<file path="config.mk">
export PLATFORM = sky130hd
export DESIGN_NAME = ssm_select_mode
export DESIGN_NICKNAME = d
export VERILOG_FILES = /design/src/pkg/ssm_pkg.sv /design/src/verilog/ssm_select_mode.sv /design/src/verilog/ssm_rx_buffer.sv
export SDC_FILE = /design/constraint.sdc
export NUM_CORES = 1
export LEC_CHECK = 0
export ABC_AREA = 1
export ABC_CLOCK_PERIOD_IN_PS = 5100
export BUFFER_PORTS_ARGS = -buffer_cell sky130_fd_sc_hd__buf_2
export CAP_MARGIN = 20
export CORE_ASPECT_RATIO = 0.8
export CORE_MARGIN = 2
export CORE_UTILIZATION = 30
export CTS_BUF_LIST = sky130_fd_sc_hd__clkbuf_8
export CTS_CLUSTER_DIAMETER = 30
export DETAILED_ROUTE_END_ITERATION = 12
export MAX_ROUTING_LAYER = met4
export SYNTH_ARGS = -nofsm -noshare
export SYNTH_HDL_FRONTEND = slang
export SYNTH_SLANG_ARGS = --single-unit
</file>
<file path="constraint.sdc">
create_clock -name core_clk -period 5.1 [get_ports core_clk]
set_input_delay 0.255 -clock core_clk [delete_from_list [all_inputs] [get_ports core_clk]]
set_output_delay 0.255 -clock core_clk [all_outputs]
set_load 0.02 [all_outputs]
</file>
<file path="src/pkg/ssm_pkg.sv">
/*
  Package for the select and role logic of the serial controller: timing
  counts, pin-direction carriers and the shift-sequencer state encoding.
  Assumes one 100 MHz core clock and a synchronous active-low reset.
*/
package ssm_pkg;

  localparam int unsigned CLK_PERIOD_NS = 10;    // Core clock period
  localparam int unsigned DIV_SLOW      = 16;    // Serial clock divide with low rate bit
  localparam int unsigned DIV_FAST      = 4;     // Serial clock divide otherwise
  localparam int unsigned HALF_SLOW     = DIV_SLOW / 2;
  localparam int unsigned HALF_FAST     = DIV_FAST / 2;
  localparam int unsigned BITS_PER_BYTE = 8;     // Bits per transfer
  localparam logic [7:0]  DATA_RESET    = 8'h00; // Data and buffer reset value
  localparam logic [3:0]  CNT_RESET     = 4'h0;  // Divider and bit counter reset

  // Per-pin output enables, active low (low means the block drives the pin)
  typedef struct packed {
    logic misoOeN;
    logic mosiOeN;
    logic sckOeN;
    logic selOeN;
  } ssm_pin_oe_t;

  // Software direction wishes, high means the pin is an output
  typedef struct packed {
    logic misoDir;
    logic mosiDir;
    logic sckDir;
    logic selDir;
  } ssm_pin_dir_t;

  // Master shift sequencer
  typedef enum logic [1:0] {
    MST_IDLE  = 2'b00,
    MST_LOW   = 2'b01,
    MST_HIGH  = 2'b10
  } ssm_mst_state_t;

endpackage

</file>
<file path="src/verilog/ssm_select_mode.sv">
/*
  Select handling, master/slave role logic and byte shifter of the serial
  controller. Register bits are plain ports; software write and read
  strobes are one-cycle pulses. Pin inputs are synchronous to core_clk.
*/
// Operation
// - Slave role: select pin always input
// - Select low: active, MISO drives if configured
// - Select high: all inputs, ignore clock, data
// - Select rising: reset bit counter, shifter kept
// - Master role: select direction left to software
// - Select low in master input: demote to slave
// - Demotion sets done flag, interrupt if enabled
// - Low rate bit: serial clock is core/16
// - Master write transmits, then done flag set
// - Slave: data read returns received byte
// - Master write starts clock, eight bits, stops
// - Single transmit buffer, double receive buffer
`timescale 1ns/1ps
module ssm_select_mode
  import ssm_pkg::*;
(
  input  wire logic         core_clk,
  input  wire logic         rst_n,
  input  wire logic         serialUnitEnable,
  input  wire logic         roleSetMaster,    // Software sets role bit
  input  wire logic         roleClear,        // Software clears role bit
  input  wire logic         rateSelectLow,
  input  wire logic         transferIrqEnable,
  input  wire logic         globalIrqEnable,
  input  ssm_pin_dir_t      pinDir,
  input  wire logic         dataWrite,
  input  wire logic [7:0]   dataWriteValue,
  input  wire logic         dataRead,
  input  wire logic         statusRead,
  input  wire logic         irqAck,
  input  wire logic         selIn,
  input  wire logic         sckIn,
  input  wire logic         mosiIn,
  input  wire logic         misoIn,
  output logic              controllerRoleBit,
  output logic              transferDoneFlag,
  output logic              transferIrq,
  output logic [7:0]        serialDataRead,
  output logic              sckOut,
  output logic              mosiOut,
  output logic              misoOut,
  output ssm_pin_oe_t       pinOeN
);

  // Shared shift state
  logic [7:0]     shift_q, shift_d;      // Shift register
  logic [3:0]     bitCnt_q, bitCnt_d;    // Bits shifted so far
  logic [3:0]     div_q, div_d;          // Serial clock divider
  ssm_mst_state_t mst_q, mst_d;          // Master sequencer
  logic           sckPrev_q;             // Last sampled slave clock
  logic           selPrev_q;             // Last sampled select
  logic           armed_q;               // Status read seen with flag set
  logic           byteDone;              // Byte finished this cycle
  logic [7:0]     rxByte;                // Byte handed to the buffer

  // Role and select decode
  wire isMaster    = serialUnitEnable & controllerRoleBit;
  wire isSlave     = serialUnitEnable & ~controllerRoleBit;
  // Select is forced input in slave role, whatever pinDir says
  wire selIsInput  = isSlave | ~pinDir.selDir;
  wire modeFault   = isMaster & ~pinDir.selDir & ~selIn;
  wire slaveActive = isSlave & ~selIn;
  wire selRise     = isSlave & selIn & ~selPrev_q;
  // Only the falling slave clock matters: data is taken and shifted there
  wire sckFall     = slaveActive & ~sckIn & sckPrev_q;
  wire [3:0] halfDiv = rateSelectLow ? 4'(HALF_SLOW - 1) : 4'(HALF_FAST - 1);
  wire divTick     = (div_q == halfDiv);
  // Single transmit buffer: writes load the shifter directly when idle
  wire mstStart    = isMaster & dataWrite & (mst_q == MST_IDLE);
  wire slvLoad     = isSlave & dataWrite & (bitCnt_q == CNT_RESET);
  wire flagClear   = irqAck | (armed_q & (dataRead | dataWrite));

  // Master sequencer: low half, then high half; sample and shift on fall
  always_comb begin
    mst_d    = mst_q;
    div_d    = div_q;
    shift_d  = shift_q;
    bitCnt_d = bitCnt_q;
    byteDone = 1'b0;
    rxByte   = shift_q;
    if (!serialUnitEnable || modeFault) begin
      // Demotion abandons the master byte
      mst_d    = MST_IDLE;
      div_d    = CNT_RESET;
      bitCnt_d = CNT_RESET;
    end else if (isMaster) begin
      unique case (mst_q)
        MST_IDLE: begin
          if (mstStart) begin
            shift_d  = dataWriteValue;
            bitCnt_d = CNT_RESET;
            div_d    = CNT_RESET;
            mst_d    = MST_LOW;
          end
        end
        MST_LOW: begin
          div_d = divTick ? CNT_RESET : div_q + 4'h1;
          if (divTick) begin
            // Rising serial clock: data already stands on the pin
            mst_d = MST_HIGH;
          end
        end
        MST_HIGH: begin
          div_d = divTick ? CNT_RESET : div_q + 4'h1;
          if (divTick) begin
            shift_d  = {shift_q[6:0], misoIn};
            bitCnt_d = bitCnt_q + 4'h1;
            if (bitCnt_q == 4'(BITS_PER_BYTE - 1)) begin
              // Eighth bit: stop clock and report
              byteDone = 1'b1;
              rxByte   = {shift_q[6:0], misoIn};
              bitCnt_d = CNT_RESET;
              mst_d    = MST_IDLE;
            end else begin
              mst_d = MST_LOW;
            end
          end
        end
        default: mst_d = MST_IDLE;
      endcase
    end else begin
      // Slave role
      mst_d = MST_IDLE;
      if (selRise) begin
        // Drop partial byte at once
        bitCnt_d = CNT_RESET;
      end else if (slvLoad) begin
        shift_d = dataWriteValue;
      end else if (sckFall) begin
        // Passive while select high: edges only count when active
        shift_d  = {shift_q[6:0], mosiIn};
        bitCnt_d = bitCnt_q + 4'h1;
        if (bitCnt_q == 4'(BITS_PER_BYTE - 1)) begin
          byteDone = 1'b1;
          rxByte   = {shift_q[6:0], mosiIn};
          bitCnt_d = CNT_RESET;
        end
      end
    end
  end

  // Received byte goes to its own buffer
  ssm_rx_buffer u_rxBuf (
    .core_clk (core_clk),
    .rst_n    (rst_n),
    .load     (byteDone),
    .loadData (rxByte),
    .readData (serialDataRead)
  );

  // Sequencer and shift registers
  always_ff @(posedge core_clk) begin
    if (!rst_n) begin
      mst_q     <= MST_IDLE;
      div_q     <= CNT_RESET;
      shift_q   <= DATA_RESET;
      bitCnt_q  <= CNT_RESET;
      sckPrev_q <= 1'b0;
      selPrev_q <= 1'b1;
    end else begin
      mst_q     <= mst_d;
      div_q     <= div_d;
      shift_q   <= shift_d;
      bitCnt_q  <= bitCnt_d;
      sckPrev_q <= sckIn;
      selPrev_q <= selIn;
    end
  end

  // Role bit: fault clear wins over a software set
  always_ff @(posedge core_clk) begin
    if (!rst_n) begin
      controllerRoleBit <= 1'b0;
    end else if (modeFault || roleClear) begin
      controllerRoleBit <= 1'b0;
    end else if (roleSetMaster) begin
      // Only software brings master role back
      controllerRoleBit <= 1'b1;
    end
  end

  // Done flag: set beats clear so no event is lost
  always_ff @(posedge core_clk) begin
    if (!rst_n) begin
      transferDoneFlag <= 1'b0;
      armed_q          <= 1'b0;
    end else begin
      if (byteDone || modeFault) begin
        transferDoneFlag <= 1'b1;
      end else if (flagClear) begin
        transferDoneFlag <= 1'b0;
      end
      // Arm the read-then-access clear sequence
      if (flagClear || byteDone || modeFault) begin
        armed_q <= 1'b0;
      end else if (statusRead && transferDoneFlag) begin
        armed_q <= 1'b1;
      end
    end
  end

  // Interrupt request gated by both enables
  always_ff @(posedge core_clk) begin
    if (!rst_n) begin
      transferIrq <= 1'b0;
    end else begin
      // Follows the flag's next value, so set-beats-clear holds here too
      transferIrq <= ((transferDoneFlag & ~flagClear) | byteDone | modeFault)
                     & transferIrqEnable & globalIrqEnable;
    end
  end

  // Pin data and directions, registered
  always_ff @(posedge core_clk) begin
    if (!rst_n) begin
      sckOut  <= 1'b0;
      mosiOut <= 1'b0;
      misoOut <= 1'b0;
      pinOeN  <= '1;
    end else begin
      sckOut         <= (mst_d == MST_HIGH);
      mosiOut        <= shift_d[7];
      misoOut        <= shift_d[7];
      // Master pins follow software; fault turns them to inputs
      pinOeN.mosiOeN <= ~(isMaster & ~modeFault & pinDir.mosiDir);
      pinOeN.sckOeN  <= ~(isMaster & ~modeFault & pinDir.sckDir);
      // Slave drives MISO only when selected and configured
      pinOeN.misoOeN <= ~(slaveActive & pinDir.misoDir);
      // Select output is a plain pin in master role
      pinOeN.selOeN  <= selIsInput;
    end
  end

endmodule // ssm_select_mode

</file>
<file path="src/verilog/ssm_rx_buffer.sv">
/*
  Receive buffer: one byte of storage loaded when a byte completes.
  Read data come out of a register. Assumes the loader pulses once per byte.
*/
`timescale 1ns/1ps
module ssm_rx_buffer
  import ssm_pkg::*;
(
  input  wire logic       core_clk,
  input  wire logic       rst_n,
  input  wire logic       load,
  input  wire logic [7:0] loadData,
  output logic      [7:0] readData
);

  // Overwrites unread data: an unread byte is lost on the next load
  always_ff @(posedge core_clk) begin
    if (!rst_n) begin
      readData <= DATA_RESET;
    end else if (load) begin
      readData <= loadData;
    end
  end

endmodule // ssm_rx_buffer

</file>
==> results of run 1 <==
cells in the mapped netlist:
library cell  number
a21o_1             1
xor2_1             1
nand3b_4           1
clkbuf_1           1
o21ai_1            1
nand4_1            5
ha_1               7
nand2_4            1
nor3_4             1
nand2_1          104
nand3_1           28
dfxtp_1           37
a21oi_1            8
nor2_2             1
nand3_2            1
nand3b_1           1
buf_6              2
inv_2              2
nor2_8             1
nor2_1            64
nor3_1             1
inv_1             47
buf_4              2
nand2_2            4
nor2_4             2
nor4_1             1
o21ai_0            7
a211oi_1           2
cell type report:
type                    instances  area [um2]  area share, %
inverters                      49         184           7.32
clock inverters                 2        35.0           1.39
well taps                      87         109           4.33
clock buffers                   5        68.8           2.74
multi-input cells             243        1150           45.8
repair buffers                 45         225           8.96
flip-flops and latches         37         741           29.5
routing by layer:
layer / track usage [%] / vias up / share of wire [%]
li1: - / 1116 / -
met1: 19.9 / 885 / 52
met2: 20.8 / 57 / 39
met3: 3.70 / 5 / 7.4
met4: 3.33 / 0 / 1.2
met5: - / - / 0
state kept, by name, summed over array words and instances (netlist names):
signal,flops
controllerRoleBit,1
shift_q,8
bitCnt_q,4
mst_q,2
sckPrev_q,1
u_rxBuf.readData,8
pinOeN,4
selPrev_q,1
armed_q,1
transferDoneFlag,1
div_q,4
transferIrq,1
sckOut,1
kinds of logic after synthesis:
| group | synth area share, % |
|---|---|
| XOR/XNOR | 0.414 |
| AO/OA/AOI/OAI | 4.85 |
| AND/OR/NAND/NOR | 45.0 |
| flip-flops | 35.0 |
| adder cells (fa/ha/maj) | 4.14 |
| buffers and inverters | 10.6 |
power by group:
group	switching [mW]	internal, mW	leakage [nW]
sequential	0.00636	0.296	0.300
combinational	0.0449	0.0272	0.964
clock	0.104	0.142	0.0540
total	0.155	0.465	1.32
worst max-delay path, cell delays in order, from the launching register on:
cell and delay, ns:
dfxtp_1 0.34, inv_1 0.10, ha_1 0.27, inv_1 0.11, o21ai_0 0.29, nand2_2 0.13
nor2_4 0.33, nand2_1 0.09, nand2_1 0.08, nor2_1 0.05
metrics by stage:
| step | hold slack (ns) | std cells | power, mW |
|---|---|---|---|
| final | 0.129 | 468 | 0.620 |
| after global placement | 0.423 | 461 | 0.381 |
| after floorplan | 0.334 | 334 | 0.358 |
| after detailed placement | 0.432 | 461 | 0.381 |
| after CTS | 0.127 | 468 | 0.625 |
| after global routing | 0.131 | 468 | 0.650 |
worst paths after layout:
check | from | endpoint | slack (ns) | cells after the start
min reg2reg | bitCnt_q[3] | bitCnt_q[3] | 0.50 | 2
min | roleClear | controllerRoleBit | 0.13 | 2
max | mst_q[0] | shift_q[6] | 3.22 | 9
max reg2reg | mst_q[0] | shift_q[6] | 3.22 | 9
==> flow_metrics.py, run 1 <==
metrics = {
    "critical_path": {
        "setup.worst_path.start_class": "flip-flop",
        "required_ns": 5.30,
        "crit_path_end_kind": "flip-flop",
        "cp_max_fo": 16,
        "worstPathArrival_ns": 2.07,
        "path_class": "flip-flop to flip-flop",
    },
    "finish": {
        "antenna_cells": 0,
        "final_cell_mix": "nand2_1, nor2_1, inv_1",
        "drive_gt1_share_pct": 17.3,
        "design_area_um2": 2510,
        "fill_cells": 746,
        "areaGrowthSynthToFinish_pct": 18.7,
        "layout_commonest_cell": "nand2_1",
        "finalNetCount": 416,
        "utilization_pct": 36.7,
    },
    "cts": {
        "cts_buffer_depth": 2,
        "cts_setup_buffers": 0,
        "h-tree-depth": 2,
        "cts_root_buf": "clkbuf_8",
        "clkLatencyLatePin_ns": 0.29,
        "postCtsHoldBufs": 0,
        "tritoncts": "yes",
        "path_clk_slew_ns": 0.08,
        "cts_resized": 0,
        "cts.sinks": 37,
        "cts_buffers": 5,
    },
    "timing": {
        "period_minus_slack_ns": 1.88,
        "tightest_slew_ns": 0.470,
        "fin_skew_ns": 0.00929,
        "tns_ns": 0,
        "grt_setup_unrepaired": "no",
        "finalHoldViolCount": 0,
        "finalCritPeriodShare_pct": 36.8,
        "maxSlewHeadroom_pct": 68.7,
        "setup_viol": 0,
        "drv_slew": 0,
        "fmax_ghz": 0.533,
        "fin_ws_ns": 3.22,
    },
    "floorplan": {
        "die_height_um": 79.1,
        "die_width_um": 97.9,
        "dieArea_um2": 7750,
        "num_io_pins": 46,
        "start_util_pct": 30.9,
        "row_count": 27,
        "coreArea_um2": 6860,
    },
    "power_and_ir_drop": {
        "leakagePower_nw": 1.32,
        "ir_worst_vdd_mv": 0.129,
        "cellPowerDensity_nw_per_um2": 247,
    },
    "yosys": {
        "synth.net_count": 369,
        "netlist_instances": 334,
        "syn_avg_cell_area_um2": 6.34,
        "synth_area_leaders": "dfxtp_1, nand2_1, nor2_1, inv_1, nand3_1",
        "synth_top_area_share_pct": 35.0,
        "netlist-cell-type-count": 28,
        "synth_top_area_cell": "dfxtp_1",
        "ys_ff_latch": 37,
        "ys_seq_area_share_pct": 35.0,
        "syn-cell-area_um2": 2120,
        "ys_warn_count": 0,
    },
    "routing": {
        "antenna_left": 0,
        "vias": 2063,
        "routed_wl_mm": 5.04,
        "firstDrtPassIters": 4,
        "drc": 0,
        "routed_via_density": 4.41,
        "first_iter_violations": 114,
        "wl_per_cell_um": 10.8,
    },
    "placement": {
        "pre_cts_slack_ns": 3.26,
        "portBuffers": 45,
        "routabilityCongestion": 0.856,
        "placed_area_um2": 2410,
        "hpwlAfterDp_mm": 3.87,
    },
    "global_routing": {
        "grt_max_degree": 24,
        "overflow": 0,
        "grt_pass1_wl_mm": 8.79,
        "track_usage_pct": 14.3,
        "antenna_found_initial": 0,
        "first_global_vias": 1937,
    },
    "run": {
        "drv_cap": 0,
    },
    "worst_hold_path": {
        "hp-class": "primary input to flip-flop",
    },
    "outcome": {
        "status": "finished clean",
    },
}
Power figures use the tool's default switching activity.
==> run 2: changes to the inputs <==
--- a/config.mk
+++ b/config.mk
@@ -6,7 +6,7 @@
 export NUM_CORES = 1
 export LEC_CHECK = 0
 export ABC_AREA = 1
-export ABC_CLOCK_PERIOD_IN_PS = 5100
+export ABC_CLOCK_PERIOD_IN_PS = 1600
 export BUFFER_PORTS_ARGS = -buffer_cell sky130_fd_sc_hd__buf_2
 export CAP_MARGIN = 20
 export CORE_ASPECT_RATIO = 0.8
==> constraint.sdc (replaced) <==
create_clock -name core_clk -period 1.6 [get_ports core_clk]
set_input_delay 0.08 -clock core_clk [delete_from_list [all_inputs] [get_ports core_clk]]
set_output_delay 0.08 -clock core_clk [all_outputs]
set_load 0.02 [all_outputs]
==> flow_metrics.py, run 2 (synthesis gave the netlist of run 1 again) <==
metrics = {
    "outcome": {
        "status": "finished clean",
    },
    "critical_path": {
        "required_ns": 1.82,
        "cp_max_fo": 6,
        "crit_path_end_kind": "flip-flop",
        "setup.worst_path.start_class": "primary input",
        "path_class": "primary input to flip-flop",
        "worstPathArrival_ns": 1.76,
    },
    "floorplan": {
        "dieArea_um2": 7750,
        "coreArea_um2": 6860,
        "start_util_pct": 30.9,
        "num_io_pins": 46,
        "row_count": 27,
        "die_width_um": 97.9,
        "die_height_um": 79.1,
    },
    "worst_hold_path": {
        "hp-class": "primary input to flip-flop",
    },
    "cts": {
        "cts_root_buf": "clkbuf_8",
        "cts_buffer_depth": 2,
        "tritoncts": "yes",
        "cts_buffers": 5,
        "clkLatencyLatePin_ns": 0.29,
        "h-tree-depth": 2,
        "path_clk_slew_ns": 0.08,
        "cts.sinks": 37,
    },
    "finish": {
        "finalNetCount": 448,
        "utilization_pct": 42.7,
        "drive_gt1_share_pct": 30.2,
        "final_cell_mix": "nand2_1, nor2_1, buf_2",
        "layout_commonest_cell": "nand2_1",
        "reg_top3": "shift_q: 8 flops, u_rxBuf.readData: 8 flops",
        "antenna_cells": 0,
        "areaGrowthSynthToFinish_pct": 38.4,
        "design_area_um2": 2930,
        "layout.cells.non_filler": 501,
    },
    "power_and_ir_drop": {
        "power_mw": 2.01,
        "cellPowerDensity_nw_per_um2": 685,
        "ir_worst_vdd_mv": 0.308,
        "leakagePower_nw": 1.51,
    },
    "global_routing": {
        "antenna_found_initial": 0,
        "overflow": 0,
        "grt_max_degree": 22,
        "grt_pass1_wl_mm": 9.34,
        "first_global_vias": 2007,
        "track_usage_pct": 15.1,
    },
    "timing": {
        "fin_worst_hold_slack_ns": 0.000834,
        "fmax_ghz": 0.650,
        "tightest_slew_ns": 0.270,
        "finalHoldViolCount": 0,
        "period_minus_slack_ns": 1.54,
        "maxSlewHeadroom_pct": 82.0,
        "drv_slew": 0,
        "setup_viol": 0,
        "finalCritPeriodShare_pct": 96.2,
        "fin_skew_ns": 0.00963,
        "grt_setup_unrepaired": "yes",
    },
    "routing": {
        "antenna_left": 0,
        "routed_wl_mm": 5.54,
        "drc": 0,
        "routed_via_density": 4.43,
        "first_iter_violations": 104,
        "wl_per_cell_um": 11.1,
        "firstDrtPassIters": 4,
        "vias": 2220,
    },
    "placement": {
        "hpwlAfterDp_mm": 4.14,
        "placed_area_um2": 2600,
        "numPlacedInstances": 486,
        "routabilityCongestion": 0.879,
        "portBuffers": 45,
    },
    "run": {
        "drv_cap": 0,
    },
}
==> run 2: power by group <==
| part | internal (mW) | leakage (nW) | switching, mW | total, mW |
|---|---|---|---|---|
| Sequential | 0.943 | 0.304 | 0.0206 | 0.964 |
| Combinational | 0.128 | 1.16 | 0.164 | 0.292 |
| Clock | 0.398 | 0.0549 | 0.353 | 0.751 |
==> run 2: area by class of cell <==
cell class,count,area (um2)
well taps,87,109
inverters,49,186
clock buffers,7,96.3
fillers,714,3930
repair buffers,77,512
multi-input cells,243,1270
flip-flops and latches,37,749
clock inverters,1,8.76
==> run 2: path summary, 6_finish.rpt <==
check | startpoint | to | slack, ns | cells past startpoint
hold / removal | transferIrqEnable | transferIrq | 0.0008 | 3
setup reg to reg | mst_q[1] | bitCnt_q[1] | 0.08 | 9
setup / recovery | sckIn | bitCnt_q[0] | 0.06 | 12
hold reg to reg | shift_q[7] | shift_q[7] | 0.51 | 2
==> run 2: timing repair <==
item / 4_1_cts / 5_1_grt
hold endpoints to repair: 5 / 0
gates cloned: 0 / 1
setup endpoints to repair: 8 / 28
hold buffers: 5 / 0
gates resized for setup: 0 / 44
pin swaps: 1 / 2
setup buffers: 1 / 0
==> run 2: metal layers <==
layer  routed length (um)  track usage [%]
met4                   54             2.92
met2                 2330             22.0
met1                 2940             21.6
met5                    0                -
met3                  223             3.17
==> run 2: critical path, stage by stage <==
cell           delay [ns]
dlygate4sd3_1        0.54
buf_2                0.15
nor2_2               0.12
nand2_1              0.06
nor2_1               0.17
nand2_1              0.08
nand2_1              0.08
inv_1                0.04
nor2_1               0.09
buf_4                0.15
nand2_1              0.06
a21oi_1              0.13
==> run 2: per-stage QoR <==
stage          worst slack, ns    TNS, ns
2_1_floorplan           0.0445          0
3_3_place_gp         -0.000179  -0.000179
3_5_place_dp           -0.0185    -0.0721
4_1_cts                 0.0310          0
5_1_grt                -0.0213    -0.0441
6_report                0.0613          0
==> run 3: changes to the inputs <==
--- a/config.mk
+++ b/config.mk
@@ -15,7 +15,6 @@
 export CTS_BUF_LIST = sky130_fd_sc_hd__clkbuf_8
 export CTS_CLUSTER_DIAMETER = 30
 export DETAILED_ROUTE_END_ITERATION = 12
-export MAX_ROUTING_LAYER = met4
 export SYNTH_ARGS = -nofsm -noshare
 export SYNTH_HDL_FRONTEND = slang
 export SYNTH_SLANG_ARGS = --single-unit
==> flow_metrics.py, run 3 (synthesis gave the netlist of run 1 again) <==
metrics = {
    "global_routing": {
        "overflow": 0,
        "antenna_found_initial": 0,
        "grt_max_degree": 22,
        "first_global_vias": 2012,
        "grt_pass1_wl_mm": 9.34,
        "track_usage_pct": 14.6,
    },
    "timing": {
        "tightest_slew_ns": 0.270,
        "setup_viol": 0,
        "fmax_ghz": 0.648,
        "finalHoldViolCount": 0,
        "maxSlewHeadroom_pct": 82.0,
        "drv_slew": 0,
        "tns_ns": 0,
        "fin_skew_ns": 0.00997,
        "period_minus_slack_ns": 1.54,
        "grt_setup_unrepaired": "yes",
        "finalCritPeriodShare_pct": 96.4,
    },
    "power_and_ir_drop": {
        "leakagePower_nw": 1.51,
        "power_mw": 2.00,
        "ir_worst_vdd_mv": 0.308,
        "cellPowerDensity_nw_per_um2": 682,
    },
    "finish": {
        "reg_top3": "shift_q: 8 flops, u_rxBuf.readData: 8 flops",
        "final_cell_mix": "nand2_1, nor2_1, buf_2",
        "areaGrowthSynthToFinish_pct": 38.4,
        "finalNetCount": 448,
        "drive_gt1_share_pct": 30.2,
        "layout_commonest_cell": "nand2_1",
        "antenna_cells": 0,
        "layout.cells.non_filler": 501,
        "fill_cells": 714,
        "utilization_pct": 42.7,
    },
    "routing": {
        "vias": 2222,
        "drc": 0,
        "routed_wl_mm": 5.54,
        "antenna_left": 0,
        "first_iter_violations": 105,
        "firstDrtPassIters": 5,
        "wl_per_cell_um": 11.0,
        "routed_via_density": 4.44,
    },
    "cts": {
        "tritoncts": "yes",
        "path_clk_slew_ns": 0.08,
        "cts_buffers": 5,
        "h-tree-depth": 2,
        "clkLatencyLatePin_ns": 0.29,
        "cts.sinks": 37,
        "cts_root_buf": "clkbuf_8",
        "cts_buffer_depth": 2,
    },
    "critical_path": {
        "worstPathArrival_ns": 1.76,
        "cp_max_fo": 6,
        "required_ns": 1.81,
        "setup.worst_path.start_class": "primary input",
        "r2r_start": "mst_q[1]",
        "path_class": "primary input to flip-flop",
        "crit_path_end_kind": "flip-flop",
        "crit_start": "sckIn",
    },
    "floorplan": {
        "coreArea_um2": 6860,
        "die_width_um": 97.9,
        "die_height_um": 79.1,
        "dieArea_um2": 7750,
        "num_io_pins": 46,
        "start_util_pct": 30.9,
        "row_count": 27,
    },
    "placement": {
        "portBuffers": 45,
        "numPlacedInstances": 486,
        "routabilityCongestion": 0.865,
        "hpwlAfterDp_mm": 4.14,
    },
    "worst_hold_path": {
        "hp-class": "primary input to flip-flop",
        "min_from": "transferIrqEnable",
    },
    "outcome": {
        "status": "finished clean",
    },
    "run": {
        "drv_cap": 0,
    },
}
-- run 3: layer usage --
layer | GRT usage, % | wire [um] | up-vias
met4 | 2.92 | 40 | 0
met3 | 3.35 | 274 | 4
met1 | 21.3 | 2870 | 975
met5 | 0 | 0 | -
met2 | 22.1 | 2350 | 51
li1 | - | - | 1192
-- run 3: critical path, cell delays in order --
cell and delay, ns:
dlygate4sd3_1 0.54, buf_2 0.15, nor2_2 0.12, nand2_1 0.06
nor2_1 0.17, nand2_1 0.08, nand2_1 0.07, inv_1 0.04
nor2_1 0.09, buf_4 0.15, nand2_1 0.06, a21oi_1 0.13
-- run 3: cell type report --
type / count / area (um2) / area share (%)
Tap cell: 87 / 109 / 3.71
Timing Repair Buffer: 77 / 512 / 17.5
Multi-Input combinational cell: 243 / 1270 / 43.3
Clock inverter: 1 / 8.76 / 0.299
Inverter: 49 / 186 / 6.36
Clock buffer: 7 / 96.3 / 3.29
Sequential cell: 37 / 749 / 25.6
-- run 3: through the flow --
stage / setup slack, ns / hold slack, ns / area [um2]
after global placement: -0.000179 / 0.258 / 2600
after global routing: -0.0213 / 0.0256 / 2930
final: 0.0572 / 0.00620 / 2930
after detailed placement: -0.0185 / 0.255 / 2600
after floorplan: 0.0445 / 0.159 / 2120
after CTS: 0.0310 / 0.00135 / 2770
-- run 3: what timing repair did --
item                                    4_1_cts  5_1_grt
endpoints found under the setup margin        8       28
gates resized for setup                       0       44
setup buffers                                 1        0
endpoints found under the hold margin         5        0
hold buffers                                  5        0
pin swaps                                     1        2
cloned                                        0        1
-- run 3: worst paths after layout --
path	endpoint	slack [ns]	cells after the start
worst min register to register	shift_q[7]	0.51	2
worst max-delay path	bitCnt_q[0]	0.06	12
worst max register to register	bitCnt_q[1]	0.08	9
worst min-delay path	transferIrq	0.006	3
-- run 3: report_power, final --
part           switching (mW)  internal, mW  total, mW
Combinational           0.164         0.128      0.291
Sequential             0.0204         0.943      0.963
Clock                   0.346         0.398      0.744
